File: src/core/fault_warning_pkg.sv
/*
 * Shared constants and carrier types of the fault and warning manager.
 * Assumes a 32-bit APB master and a 200 MHz control clock.
 */
package fault_warning_pkg;
	localparam int ADDR_W = 12;
	localparam int DATA_W = 32;
	localparam int NCODE = 128;
	localparam int CODE_W = 7;
	localparam int HIST_DEPTH = 16;
	localparam int HIST_AW = 4;
	localparam int SEL_W = 8;
	localparam int LEN_W = 8;
	localparam int MISS_W = 3;
	localparam int WORD_AW = 2;
	localparam int ADDR_LSB = 2;
	localparam int GROUP_LSB = 4;
	localparam int HIST_LSB = 6;

	// register byte offsets
	localparam logic [ADDR_W-1:0] CTRL_OFS = 12'h000;
	localparam logic [ADDR_W-1:0] CMD_OFS = 12'h004;
	localparam logic [ADDR_W-1:0] STATUS_OFS = 12'h008;
	localparam logic [ADDR_W-1:0] SYNC_OFS = 12'h00c;
	localparam logic [ADDR_W-1:0] MAPLEN_OFS = 12'h010;
	localparam logic [ADDR_W-1:0] HISTCNT_OFS = 12'h014;
	localparam logic [ADDR_W-1:0] FAULT_BASE = 12'h040;
	localparam logic [ADDR_W-1:0] WARN_BASE = 12'h050;
	localparam logic [ADDR_W-1:0] HIST_BASE = 12'h080;

	// field positions
	localparam int CTRL_EN_BIT = 0;
	localparam int CTRL_ACLR_BIT = 1;
	localparam int CMD_CLEAR_BIT = 0;
	localparam int ST_READY_BIT = 0;
	localparam int ST_REMOTE_BIT = 1;
	localparam int ST_DRIVE_BIT = 2;
	localparam int ST_FATAL_BIT = 3;
	localparam int ST_WARN_BIT = 4;
	localparam int ST_FAULT_BIT = 5;

	// warning codes computed inside the block
	localparam int W_PLL = 11;
	localparam int W_HWPOS = 15;
	localparam int W_HWNEG = 16;
	localparam int W_HWBOTH = 17;
	localparam int W_SWPOS = 18;
	localparam int W_SWNEG = 19;
	localparam int W_SWBOTH = 20;
	localparam int W_PDOLONG = 41;
	localparam int W_PDOLOCK = 43;
	localparam int W_TGTLOST = 49;
	localparam int MISS_LIMIT = 3;

	localparam logic [NCODE-1:0] COMPUTED_MASK = (128'h1 << W_PLL) | (128'h1 << W_HWPOS)
		| (128'h1 << W_HWNEG) | (128'h1 << W_HWBOTH) | (128'h1 << W_SWPOS)
		| (128'h1 << W_SWNEG) | (128'h1 << W_SWBOTH) | (128'h1 << W_PDOLONG)
		| (128'h1 << W_PDOLOCK) | (128'h1 << W_TGTLOST);
	localparam logic [NCODE-1:0] FATAL_DEFAULT = (128'h1 << 38) | (128'h1 << 36) | (128'h1 << 37);

	typedef struct packed {
		logic psel;
		logic penable;
		logic pwrite;
		logic [ADDR_W-1:0] paddr;
		logic [DATA_W-1:0] pwdata;
	} apb_req_t;

	typedef struct packed {
		logic pready;
		logic [DATA_W-1:0] prdata;
		logic pslverr;
	} apb_rsp_t;

	typedef struct packed {
		logic valid;
		logic [HIST_AW-1:0] addr;
		logic [CODE_W-1:0] code;
	} nv_write_t;

	typedef struct packed {
		logic [NCODE-1:0] fltLatch;
		logic [NCODE-1:0] logged;
		logic [NCODE-1:0] warn;
		logic swEnable;
		logic alarmClearCfg;
		logic remotePrev;
		logic alarmPrev;
		logic [SEL_W-1:0] syncSel;
		logic [LEN_W-1:0] mapLen;
		logic warnPdoLong;
		logic warnPdoLock;
		logic [MISS_W-1:0] missCount;
		logic targetSeen;
		logic [HIST_DEPTH-1:0][CODE_W-1:0] hist;
		logic [HIST_AW-1:0] histWr;
		logic [HIST_AW:0] histCount;
		logic driveEnable;
		logic commsEnable;
		logic ready;
		logic pdoAccept;
		logic [CODE_W-1:0] displayCode;
		logic displayFault;
		nv_write_t nvWrite;
		apb_rsp_t rsp;
	} state_t;
endpackage : fault_warning_pkg

File: src/core/fault_warning_manager.sv
/*
 * Fault and warning supervision with APB register access, latched faults,
 * clear sequences, fault history with a non-volatile write port and display code.
 * Assumes all inputs synchronous to clock; the NV memory accepts one write per pulse.
 */
// What this block does
// - warnings never disable the drive
// - warnings drop when their cause drops; 41 and 43 hold until the next packet or process data write
// - any fault disables drive, shows on outputs
// - faults latch; no enable until cleared
// - clear ignored while fault cause persists
// - disable then enable command clears faults
// - remote enable toggle clears faults
// - configured alarm-clear input toggle clears faults
// - drive re-enables after successful clear
// - fatal faults block comms and enabling
// - each fault appended to non-volatile history
// - clear-all command clears gone-cause faults
// - queries return latched faults and history
// - ready only when nothing blocks enabling
// - remote enable level readable
// - faults and chosen warnings drive display
// - hardware limit warnings 15, 16, 17
// - software limit warnings 18, 19, 20
// - warning 49 after 3 missed targets
// - warning 11 when sync selected, unlocked
// - warning 41 on too long packet
// - warning 43 and discard locked writes
`timescale 1ns/10ps
module fault_warning_manager
	import fault_warning_pkg::*;
#(
	parameter logic [NCODE-1:0] FATAL_MASK = FATAL_DEFAULT,
	parameter logic [NCODE-1:0] WARN_DISPLAY_MASK = {NCODE{1'b1}}
) (
	input wire logic clock,
	input wire logic resetn,
	input wire logic clockEnable,
	input wire apb_req_t apbReq,
	output apb_rsp_t apbRsp,
	input wire logic [NCODE-1:0] faultCond,
	input wire logic [NCODE-1:0] warnCond,
	input wire logic remoteEnable,
	input wire logic alarmClearIn,
	input wire logic hwPosOpen,
	input wire logic hwNegOpen,
	input wire logic swPosTrip,
	input wire logic swNegTrip,
	input wire logic pllLocked,
	input wire logic targetSlot,
	input wire logic targetRcvd,
	input wire logic pdoRcvd,
	input wire logic [LEN_W-1:0] pdoLength,
	input wire logic pdoWrite,
	output logic driveEnable,
	output logic commsEnable,
	output logic ready,
	output logic pdoAccept,
	output logic [CODE_W-1:0] displayCode,
	output logic displayFault,
	output nv_write_t nvWrite
);
	state_t state_q;
	state_t state_d;

	function automatic logic [CODE_W:0] lowestSet(input logic [NCODE-1:0] v);
		logic [CODE_W:0] r;
		r = '0;
		for (int i = NCODE - 1; i >= 0; i--) begin
			if (v[i]) begin
				r = {1'b1, CODE_W'(i)};
			end
		end
		return r;
	endfunction : lowestSet

	////////////////////////////////////////////////////////////////////////
	logic setupPhase;
	logic accessWrite;
	logic writeAllowed;
	logic clearAllCmd;
	logic swEnableRise;
	logic remoteRise;
	logic alarmToggle;
	logic clearReq;
	logic [NCODE-1:0] pending;
	logic [CODE_W:0] nextLog;
	logic [CODE_W:0] firstFault;
	logic [CODE_W:0] firstWarn;
	logic [NCODE-1:0] warnNext;
	logic [DATA_W-1:0] readData;
	logic readErr;

	always_comb begin
		state_d = state_q;
		setupPhase = apbReq.psel & ~apbReq.penable & ~state_q.rsp.pready;
		accessWrite = apbReq.psel & apbReq.penable & state_q.rsp.pready & apbReq.pwrite;
		writeAllowed = accessWrite & state_q.commsEnable;
		clearAllCmd = 1'b0;

		// register writes
		if (writeAllowed) begin
			if (apbReq.paddr == CTRL_OFS) begin
				state_d.swEnable = apbReq.pwdata[CTRL_EN_BIT];
				state_d.alarmClearCfg = apbReq.pwdata[CTRL_ACLR_BIT];
			end else if (apbReq.paddr == CMD_OFS) begin
				clearAllCmd = apbReq.pwdata[CMD_CLEAR_BIT];
			end else if (apbReq.paddr == SYNC_OFS) begin
				state_d.syncSel = apbReq.pwdata[SEL_W-1:0];
			end else if (apbReq.paddr == MAPLEN_OFS) begin
				state_d.mapLen = apbReq.pwdata[LEN_W-1:0];
			end
		end

		// clear sources
		swEnableRise = state_d.swEnable & ~state_q.swEnable;
		remoteRise = remoteEnable & ~state_q.remotePrev;
		alarmToggle = state_q.alarmClearCfg & (alarmClearIn ^ state_q.alarmPrev);
		state_d.remotePrev = remoteEnable;
		state_d.alarmPrev = alarmClearIn;
		clearReq = swEnableRise | remoteRise | alarmToggle | clearAllCmd;

		// latch: set wins over clear, live causes and fatal faults stay
		state_d.fltLatch = faultCond;
		if (clearReq) begin
			state_d.fltLatch = state_d.fltLatch
				| (state_q.fltLatch & (faultCond | FATAL_MASK));
		end else begin
			state_d.fltLatch = state_d.fltLatch | state_q.fltLatch;
		end

		// history append, one code per cycle, lowest first
		pending = state_q.fltLatch & ~state_q.logged;
		nextLog = lowestSet(pending);
		state_d.logged = state_q.logged & state_d.fltLatch;
		state_d.nvWrite.valid = nextLog[CODE_W];
		state_d.nvWrite.addr = state_q.histWr;
		state_d.nvWrite.code = nextLog[CODE_W-1:0];
		if (nextLog[CODE_W]) begin
			state_d.hist[state_q.histWr] = nextLog[CODE_W-1:0];
			state_d.histWr = state_q.histWr + 1'b1;
			state_d.logged[nextLog[CODE_W-1:0]] = 1'b1;
			if (state_q.histCount != (HIST_AW + 1)'(HIST_DEPTH)) begin
				state_d.histCount = state_q.histCount + 1'b1;
			end
		end

		// target-command supervision
		if (targetSlot) begin
			if (state_q.targetSeen | targetRcvd) begin
				state_d.missCount = '0;
			end else if (state_q.missCount != MISS_W'(MISS_LIMIT)) begin
				state_d.missCount = state_q.missCount + 1'b1;
			end
			state_d.targetSeen = 1'b0;
		end else begin
			state_d.targetSeen = state_q.targetSeen | targetRcvd;
		end

		// process data checks
		if (pdoRcvd) begin
			state_d.warnPdoLong = pdoLength > state_q.mapLen;
		end
		if (pdoWrite) begin
			state_d.warnPdoLock = state_q.driveEnable;
		end
		state_d.pdoAccept = pdoWrite & ~state_q.driveEnable;

		// warnings: recomputed every cycle; 41 and 43 hold until the next packet or process data write
		warnNext = warnCond & ~COMPUTED_MASK;
		warnNext[W_HWPOS] = hwPosOpen & ~hwNegOpen;
		warnNext[W_HWNEG] = hwNegOpen & ~hwPosOpen;
		warnNext[W_HWBOTH] = hwPosOpen & hwNegOpen;
		warnNext[W_SWPOS] = swPosTrip & ~swNegTrip;
		warnNext[W_SWNEG] = swNegTrip & ~swPosTrip;
		warnNext[W_SWBOTH] = swPosTrip & swNegTrip;
		warnNext[W_PLL] = (state_d.syncSel != '0) & ~pllLocked;
		warnNext[W_PDOLONG] = state_d.warnPdoLong;
		warnNext[W_PDOLOCK] = state_d.warnPdoLock;
		warnNext[W_TGTLOST] = state_d.missCount >= MISS_W'(MISS_LIMIT);
		state_d.warn = warnNext;

		// enables: warnings take no part
		state_d.driveEnable = state_d.swEnable & remoteEnable
			& (state_d.fltLatch == '0);
		state_d.commsEnable = (state_d.fltLatch & FATAL_MASK) == '0;
		state_d.ready = (state_d.fltLatch == '0) & remoteEnable;

		// display: faults first, then displayable warnings
		firstFault = lowestSet(state_d.fltLatch);
		firstWarn = lowestSet(state_d.warn & WARN_DISPLAY_MASK);
		state_d.displayFault = firstFault[CODE_W];
		if (firstFault[CODE_W]) begin
			state_d.displayCode = firstFault[CODE_W-1:0];
		end else if (firstWarn[CODE_W]) begin
			state_d.displayCode = firstWarn[CODE_W-1:0];
		end else begin
			state_d.displayCode = '0;
		end

		// read decode, answered one cycle after setup
		readData = '0;
		readErr = 1'b0;
		if (apbReq.paddr == CTRL_OFS) begin
			readData[CTRL_EN_BIT] = state_q.swEnable;
			readData[CTRL_ACLR_BIT] = state_q.alarmClearCfg;
		end else if (apbReq.paddr == CMD_OFS) begin
			readData = '0;
		end else if (apbReq.paddr == STATUS_OFS) begin
			readData[ST_READY_BIT] = state_q.ready;
			readData[ST_REMOTE_BIT] = remoteEnable;
			readData[ST_DRIVE_BIT] = state_q.driveEnable;
			readData[ST_FATAL_BIT] = ~state_q.commsEnable;
			readData[ST_WARN_BIT] = state_q.warn != '0;
			readData[ST_FAULT_BIT] = state_q.fltLatch != '0;
		end else if (apbReq.paddr == SYNC_OFS) begin
			readData[SEL_W-1:0] = state_q.syncSel;
		end else if (apbReq.paddr == MAPLEN_OFS) begin
			readData[LEN_W-1:0] = state_q.mapLen;
		end else if (apbReq.paddr == HISTCNT_OFS) begin
			readData[HIST_AW:0] = state_q.histCount;
		end else if (apbReq.paddr[ADDR_W-1:GROUP_LSB] == FAULT_BASE[ADDR_W-1:GROUP_LSB]) begin
			readData = state_q.fltLatch[DATA_W*apbReq.paddr[ADDR_LSB +: WORD_AW] +: DATA_W];
		end else if (apbReq.paddr[ADDR_W-1:GROUP_LSB] == WARN_BASE[ADDR_W-1:GROUP_LSB]) begin
			readData = state_q.warn[DATA_W*apbReq.paddr[ADDR_LSB +: WORD_AW] +: DATA_W];
		end else if (apbReq.paddr[ADDR_W-1:HIST_LSB] == HIST_BASE[ADDR_W-1:HIST_LSB]) begin
			readData[CODE_W-1:0] = state_q.hist[apbReq.paddr[ADDR_LSB +: HIST_AW]];
		end else begin
			readErr = 1'b1;
		end
		if (apbReq.paddr[ADDR_LSB-1:0] != '0) begin
			readErr = 1'b1;
		end

		state_d.rsp.pready = setupPhase;
		state_d.rsp.prdata = setupPhase & ~apbReq.pwrite ? readData : '0;
		state_d.rsp.pslverr = setupPhase & (readErr | (apbReq.pwrite & ~state_q.commsEnable));
	end

	always_ff @(posedge clock) begin
		if (!resetn) begin
			state_q <= '0;
			state_q.commsEnable <= 1'b1;
		end else if (clockEnable) begin
			state_q <= state_d;
		end
	end

	assign apbRsp = state_q.rsp;
	assign driveEnable = state_q.driveEnable;
	assign commsEnable = state_q.commsEnable;
	assign ready = state_q.ready;
	assign pdoAccept = state_q.pdoAccept;
	assign displayCode = state_q.displayCode;
	assign displayFault = state_q.displayFault;
	assign nvWrite = state_q.nvWrite;

	////////////////////////////////////////////////////////////////////////
	property p_fault_disables;
		@(posedge clock) disable iff (!resetn)
		(clockEnable && faultCond != '0) |=> (!driveEnable && displayFault);
	endproperty
	a_fault_disables: assert property (p_fault_disables) else $error("fault left drive on");

	property p_live_cause_kept;
		@(posedge clock) disable iff (!resetn)
		clockEnable |=> ((state_q.fltLatch & $past(faultCond)) == $past(faultCond));
	endproperty
	a_live_cause_kept: assert property (p_live_cause_kept) else $error("live fault dropped");

	property p_latch_holds;
		@(posedge clock) disable iff (!resetn)
		(clockEnable && state_q.fltLatch != '0 && !remoteEnable && !alarmClearIn
			&& !alarmToggle && !clearAllCmd && !swEnableRise && !remoteRise)
		|=> (state_q.fltLatch != '0) && !driveEnable;
	endproperty
	a_latch_holds: assert property (p_latch_holds) else $error("latched fault vanished");

	property p_hw_limit_codes;
		@(posedge clock) disable iff (!resetn)
		(clockEnable && hwPosOpen && hwNegOpen)
		|=> state_q.warn[W_HWBOTH] && !state_q.warn[W_HWPOS] && !state_q.warn[W_HWNEG];
	endproperty
	a_hw_limit_codes: assert property (p_hw_limit_codes) else $error("limit code wrong");

	property p_warn_self_clears;
		@(posedge clock) disable iff (!resetn)
		(clockEnable && !swPosTrip && !swNegTrip) |=> (state_q.warn[W_SWBOTH:W_SWPOS] == '0);
	endproperty
	a_warn_self_clears: assert property (p_warn_self_clears) else $error("warning stuck");

	property p_pll_warn;
		@(posedge clock) disable iff (!resetn)
		(clockEnable && state_q.syncSel != '0 && !pllLocked && !writeAllowed) |=> state_q.warn[W_PLL];
	endproperty
	a_pll_warn: assert property (p_pll_warn) else $error("pll warning missing");

	property p_ready_clean;
		@(posedge clock) disable iff (!resetn)
		ready |-> (state_q.fltLatch == '0) && commsEnable;
	endproperty
	a_ready_clean: assert property (p_ready_clean) else $error("ready with fault");

	property p_fatal_blocks;
		@(posedge clock) disable iff (!resetn)
		(!commsEnable) |-> (!driveEnable && !ready);
	endproperty
	a_fatal_blocks: assert property (p_fatal_blocks) else $error("fatal did not block");

	property p_target_lost;
		@(posedge clock) disable iff (!resetn)
		(clockEnable && targetSlot && !targetRcvd && !state_q.targetSeen
			&& state_q.missCount == MISS_W'(MISS_LIMIT - 1)) |=> state_q.warn[W_TGTLOST];
	endproperty
	a_target_lost: assert property (p_target_lost) else $error("target loss not flagged");

	property p_locked_write;
		@(posedge clock) disable iff (!resetn)
		(clockEnable && pdoWrite && driveEnable) |=> (!pdoAccept && state_q.warn[W_PDOLOCK]);
	endproperty
	a_locked_write: assert property (p_locked_write) else $error("locked write accepted");

	property p_history_append;
		@(posedge clock) disable iff (!resetn)
		(clockEnable && (state_q.fltLatch & ~state_q.logged) != '0) |=> nvWrite.valid;
	endproperty
	a_history_append: assert property (p_history_append) else $error("fault not logged");

	property p_warn_no_disable;
		@(posedge clock) disable iff (!resetn)
		(clockEnable && state_q.fltLatch == '0 && faultCond == '0 && state_q.swEnable
			&& remoteEnable && !writeAllowed) |=> driveEnable;
	endproperty
	a_warn_no_disable: assert property (p_warn_no_disable) else $error("warning disabled drive");

	property p_cmd_clear;
		@(posedge clock) disable iff (!resetn)
		(clockEnable && swEnableRise && faultCond == '0 && (state_q.fltLatch & FATAL_MASK) == '0)
		|=> (state_q.fltLatch == '0);
	endproperty
	a_cmd_clear: assert property (p_cmd_clear) else $error("command toggle did not clear");

	property p_remote_clear;
		@(posedge clock) disable iff (!resetn)
		(clockEnable && remoteRise && faultCond == '0 && (state_q.fltLatch & FATAL_MASK) == '0)
		|=> (state_q.fltLatch == '0);
	endproperty
	a_remote_clear: assert property (p_remote_clear) else $error("remote toggle did not clear");

	property p_alarm_clear;
		@(posedge clock) disable iff (!resetn)
		(clockEnable && alarmToggle && faultCond == '0 && (state_q.fltLatch & FATAL_MASK) == '0)
		|=> (state_q.fltLatch == '0);
	endproperty
	a_alarm_clear: assert property (p_alarm_clear) else $error("alarm toggle did not clear");

	property p_clear_all;
		@(posedge clock) disable iff (!resetn)
		(clockEnable && clearAllCmd && faultCond == '0 && (state_q.fltLatch & FATAL_MASK) == '0)
		|=> (state_q.fltLatch == '0);
	endproperty
	a_clear_all: assert property (p_clear_all) else $error("clear all left a fault");

	property p_reenable;
		@(posedge clock) disable iff (!resetn)
		(clockEnable && clearReq && faultCond == '0 && (state_q.fltLatch & FATAL_MASK) == '0
			&& state_d.swEnable && remoteEnable) |=> driveEnable;
	endproperty
	a_reenable: assert property (p_reenable) else $error("drive not re-enabled");

	property p_display_fault;
		@(posedge clock) disable iff (!resetn)
		displayFault |-> state_q.fltLatch[displayCode];
	endproperty
	a_display_fault: assert property (p_display_fault) else $error("display shows wrong fault");

	property p_display_warn;
		@(posedge clock) disable iff (!resetn)
		(state_q.fltLatch == '0 && (state_q.warn & WARN_DISPLAY_MASK) != '0)
		|-> (!displayFault && state_q.warn[displayCode]);
	endproperty
	a_display_warn: assert property (p_display_warn) else $error("display shows wrong warning");

	property p_sw_limit_codes;
		@(posedge clock) disable iff (!resetn)
		(clockEnable && swPosTrip && swNegTrip)
		|=> state_q.warn[W_SWBOTH] && !state_q.warn[W_SWPOS] && !state_q.warn[W_SWNEG];
	endproperty
	a_sw_limit_codes: assert property (p_sw_limit_codes) else $error("soft limit code wrong");

	property p_pdo_long;
		@(posedge clock) disable iff (!resetn)
		(clockEnable && pdoRcvd && pdoLength > state_q.mapLen) |=> state_q.warn[W_PDOLONG];
	endproperty
	a_pdo_long: assert property (p_pdo_long) else $error("long packet not flagged");
endmodule : fault_warning_manager

File: config.mk
export PLATFORM = sky130hd
export DESIGN_NAME = fault_warning_manager
export DESIGN_NICKNAME = d
export VERILOG_FILES = /design/src/core/fault_warning_pkg.sv /design/src/core/fault_warning_manager.sv
export SDC_FILE = /design/constraint.sdc
export NUM_CORES = 2
export LEC_CHECK = 0
export BUFFER_PORTS_ARGS = -buffer_cell sky130_fd_sc_hd__buf_2
export CORE_ASPECT_RATIO = 2
export CORE_UTILIZATION = 50
export DETAILED_ROUTE_END_ITERATION = 8
export PLACE_DENSITY = 0.74
export SLEW_MARGIN = 20
export SYNTH_ARGS = -nofsm -noshare
export SYNTH_HDL_FRONTEND = slang
export SYNTH_SLANG_ARGS = --single-unit
File: constraint.sdc
create_clock -name clock -period 3 [get_ports clock]
set_clock_uncertainty 0.2 [all_clocks]
set_input_delay 0 -clock clock [delete_from_list [all_inputs] [get_ports clock]]
set_output_delay 0 -clock clock [all_outputs]
set_load 0.02 [all_outputs]
==> run summary, run 1 <==
Synth cell types - 96
CTS max path bufs - 3
GRT Util Overall - 66.5%
Mean Syn Cell Area - 8.25 um2
Synth Warn # - 0
Die height - 369 um
Placed Area - 0.0417 mm2
Vias in the first global route - 46638
Num ports - 383
Post-synth top cells - dfxtp_1 (587), nor2_1 (512), nand2_1 (357)
Cells after Synth - 4082
CTS Sinks - 587
Flops & latches, synth - 587
Synth top area cells - dfxtp_1 (35%), mux4_2 (6.6%), mux2i_1 (5.8%)
Synth area leader - dfxtp_1
Most frequent cell after synthesis - dfxtp_1
Post-synth EDFFs - 0
Sequential-to-total area share from yosys stat - 34.9%
RD Place Congestion - 1.16
DP Worst Slack - -0.948 ns
Largest net degree at the start of global routing - 86
Post-Syn Area - 0.0337 mm2
Row count - 134
Run status - stopped before the end
Ys flop type - dfxtp_1
HPWL Detailed - 142000 um
CTS root buf - clkbuf_16
Fail Step - 5_1_grt
Error - [ERROR GRT-0116] Global routing finished with congestion. Check the congestion regions in the DRC Viewer.
Syn_nets - 4422
Chip width - 185 um
Top cell type's share of synthesized area - 34.9%
GRT overflow - 33
IO Port Bufs - 348
First-pass GRT wire length - 328000 um
Asr flop ratio synth - 0%
H-tree depth - 2
Initial Util - 50.4%
TritonCTS Buffers - 55
==> routing by layer <==
| layer | global-route usage, % | overflow |
|---|---|---|
| met1 | 65.4 | 0 |
| met2 | 89.6 | 16 |
| met3 | 40.8 | 0 |
| met4 | 72.4 | 17 |
| met5 | 6.96 | 0 |
==> timing repair <==
item | in CTS
endpoints found under the setup margin | 266
cloned | 13
endpoints found under the hold margin | 452
pin swaps | 251
hold buffers | 322
gates resized for setup | 529
buffers inserted | 68
==> metrics by stage <==
| step | util, % | cells | hold slack [ns] |
|---|---|---|---|
| 4_1_cts | 74.5 | 6338 | 0.00110 |
| 3_5_place_dp | 62.5 | 5839 | 0.0723 |
| 3_3_place_gp | 62.5 | 5839 | 0.0633 |
| 2_1_floorplan | - | 4082 | -0.0990 |
==> logic make-up after synthesis <==
kind of cell	after synthesis	share of synthesized area, %
AND/OR/NAND/NOR	1689	24.7
AO/OA/AOI/OAI	1120	22.3
flip-flops	587	34.9
buffers and inverters	367	4.91
multiplexers	296	12.5
adder cells (fa/ha/maj)	15	0.558
XOR/XNOR	8	0.208
==> run 2, diff against run 1 <==
--- a/config.mk
+++ b/config.mk
@@ -6,10 +6,9 @@
 export NUM_CORES = 2
 export LEC_CHECK = 0
 export BUFFER_PORTS_ARGS = -buffer_cell sky130_fd_sc_hd__buf_2
-export CORE_ASPECT_RATIO = 2
-export CORE_UTILIZATION = 50
+export CORE_UTILIZATION = 35
 export DETAILED_ROUTE_END_ITERATION = 8
-export PLACE_DENSITY = 0.74
+export PLACE_DENSITY_LB_ADDON = 0.15
 export SLEW_MARGIN = 20
 export SYNTH_ARGS = -nofsm -noshare
 export SYNTH_HDL_FRONTEND = slang
==> constraint.sdc (replaced) <==
create_clock -name clock -period 3.9 [get_ports clock]
set_clock_uncertainty 0.2 [all_clocks]
set_input_delay 0 -clock clock [delete_from_list [all_inputs] [get_ports clock]]
set_output_delay 0 -clock clock [all_outputs]
set_load 0.02 [all_outputs]
==> run summary, run 2 <==
Run status - finished with violations
Failing checks - setup timing
Syn_nets - 4422 (unchanged)
Mean Syn Cell Area - 8.25 um2 (unchanged)
IO Port Bufs - 348 (unchanged)
Hold Fails Final Rpt - 0
Sw Share - 32.3%
Req. time, crit path - 4.28 ns
Setup violators final - 1
DP Worst Slack - -0.437 ns (+0.511 ns)
Power per cell area - 392 mW/mm2
First-pass GRT wire length - 252000 um
CTS root buf - clkbuf_16
HPWL Detailed - 132000 um (-6.8%)
Largest family of logic cells by synthesized area - simple AND/OR/NAND/NOR gates
Leakage Power - 17.3 nW
Largest net degree at the start of global routing - 147
1st-iter DRT viols - 4657
CTS max path bufs - 3 (unchanged)
Post-layout min period - 3.92 ns
DR pass1 iterations - 6
Ratio of cells with drive above 1 in the final layout - 18.5%
Synth Warn # - 0 (unchanged)
CTS clk-pin slew, worst paths - 0.06 ns
RSZ-0062 raised after global routing - false
CTS tree - done
Int Power - 11.6 mW
Clock share of power - 40.6%
Vias in the first global route - 35692
WL final - 178000 um
Placed Area - 0.0380 mm2 (-8.9%)
Synth top area cells - dfxtp_1 (35%), mux4_2 (6.6%), mux2i_1 (5.8%)
RD Place Congestion - 1.01 (-13%)
Wirelength per Cell - 28.9 um
Fillers - 9484
Most flop-heavy register - state_q
Commonest non-fill, non-tap cell in the layout - dfxtp_1
Ys flop type - dfxtp_1
Hold Crit Class - in2reg
Initial antenna violation count - 23
Top cell type's share of synthesized area - 34.9% (unchanged)
Core area - 0.0952 mm2
Crit-path cells - and3_1, and4_1, a21oi_4, buf_12, a211o_1, nor4_4, buf_4, or3b_2, a2111oi_2, o211ai_1, nand3_1
Setup ws final - -0.0163 ns
Crit. End Element - flop
Relative slew slack - 23.9%
Vias - 37811
Post-synth EDFFs - 0 (unchanged)
Row count - 113 (-16%)
GRT overflow - 0
Comb power frac - 21.7%
Cell area after layout - 0.0437 mm2
Synth cell types - 96 (unchanged)
H-tree depth - 3 (+1)
Max Slew Vio Count - 0
Worst-margin pin slew - 1.14 ns
Residual DRC - 0
Die height - 312 um (-15%)
TritonCTS Buffers - 72 (+31%)
Die area - 0.0974 mm2
Post-layout nets - 5156
Flops & latches, synth - 587 (unchanged)
Vias/cell - 6.16
Max reg flops - 525
CTS Sinks - 587 (unchanged)
Post-synth top cells - dfxtp_1 (587), nor2_1 (512), nand2_1 (357)
VDD IR max - 0.290 mV
Post-route ant nets - 0
Sequential Power Share - 37.7%
Crit Path Max Fanout - 57
Post-synthesis adder-cell area fraction - 0.558% (unchanged)
Synth Area in XOR/XNOR - 0.208% (unchanged)
Initial Util - 35.4% (-15 points)
Post-Syn Area - 0.0337 mm2 (unchanged)
Chip width - 312 um (+68%)
Asr flop ratio synth - 0% (unchanged)
Most frequent cell after synthesis - dfxtp_1
Kind of critical path - reg2reg
CP arrival - 4.29 ns
Cells after Synth - 4082 (unchanged)
Synthesized-area fraction occupied by and/or/nand/nor cells - 24.7% (unchanged)
Slowest stage cell, crit path - a2111oi_2
CP max stage delay - 0.53 ns
FMAX - 0.255 GHz
Num ports - 383 (unchanged)
GRT Util Overall - 35.3%
Sequential-to-total area share from yosys stat - 34.9% (unchanged)
Clk_lat worst skew - 0.66 ns
Most frequent cells in the layout - dfxtp_1 (587), nor2_1 (511), nand2_1 (357)
Psw - 5.53 mW
Synth area leader - dfxtp_1
Multiplexer share of the synthesized area - 12.5% (unchanged)
Max cap viols - 0
Layout Utilization - 46.0%
Area Growth Syn to Fin - 29.9%
Compound-Gate Fraction of Synth Area - 22.3% (unchanged)
Final Cycle Share - 100%
CP Launch Type - flop
[run 2: cell counts after synthesis]
Identical to the previous run, type by type.
[run 2: cell families (layout without fill, tap and decap cells)]
group / Yosys count / after routing
AO/OA/AOI/OAI: 1120 / 1120
XOR/XNOR: 8 / 8
adder cells (fa/ha/maj): 15 / 15
buffers and inverters: 367 / 1155
flip-flops: 587 / 587
multiplexers: 296 / 296
other: 0 / 8
AND/OR/NAND/NOR: 1689 / 1689
[run 2: routing by layer]
layer | wire (um) | up-vias | GRT usage (%)
li1 | - | 16608 | -
met5 | 19 | - | 0
met4 | 11400 | 4 | 20.0
met2 | 77500 | 2162 | 53.8
met1 | 72300 | 18489 | 46.5
met3 | 16500 | 548 | 6.81
[run 2: what timing repair did]
item | CTS | global route
hold endpoints to repair | 449 | 0
hold buffers | 331 | 0
setup endpoints to repair | 1 | 1
pin swaps | 1 | 2
gates cloned | 0 | 0
setup buffers | 1 | 0
gates resized for setup | 1 | 2
[run 2: final cells by class]
type | instances | area (um2) | share of cell area (%)
sequential | 587 | 11800 | 26.9
tap | 1265 | 1580 | 3.62
clock buffer | 103 | 2110 | 4.83
inverter | 88 | 340 | 0.778
multi-input combinational | 3128 | 20300 | 46.4
antenna | 8 | 20.0 | 0.0458
clock inverter | 25 | 295 | 0.675
timing repair buffer | 939 | 7320 | 16.7
[run 2: power groups by stage]
stage | combinational (mW) | clock, mW | sequential [mW]
6_report | 3.73 | 6.96 | 6.46
2_1_floorplan | 1.64 | 0 | 6.51
4_1_cts | 3.60 | 7.03 | 6.44
3_3_place_gp | 3.34 | 0 | 6.57
3_5_place_dp | 3.34 | 0 | 6.57
5_1_grt | 3.85 | 7.26 | 6.47
[run 2: per-stage QoR]
| stage | setup TNS, ns | total power [mW] | std cells | hold WS, ns |
|---|---|---|---|---|
| 2_1_floorplan | 0 | 8.15 | 4082 | -0.0990 |
| 3_3_place_gp | -0.669 | 9.92 | 5675 | 0.0649 |
| 3_5_place_dp | -0.437 | 9.91 | 5675 | 0.0667 |
| 4_1_cts | 0 | 17.1 | 6135 | 0.000657 |
| 5_1_grt | 0 | 17.6 | 6139 | 0.0278 |
| 6_report | -0.0163 | 17.1 | 6143 | 0.00670 |
[run 2: critical path: cells and delay by family (launching register included)]
family | cells | cell delay [ns]
simple gates | 5 | 1.20
flops | 1 | 0.33
compound gates | 4 | 1.55
buf+inv | 2 | 0.52
[run 2: final timing paths]
check	end	start	cells after the start	slack [ns]
worst max-delay path	displayCode[0]	apbRsp[33]	11	-0.02
worst min-delay path	state_q[188]	apbReq[3]	4	0.007
worst max register to register	displayCode[0]	apbRsp[33]	11	-0.02
worst min register to register	state_q[386]	state_q[386]	2	0.24
Note: power is estimated with default switching activity, not from simulation.
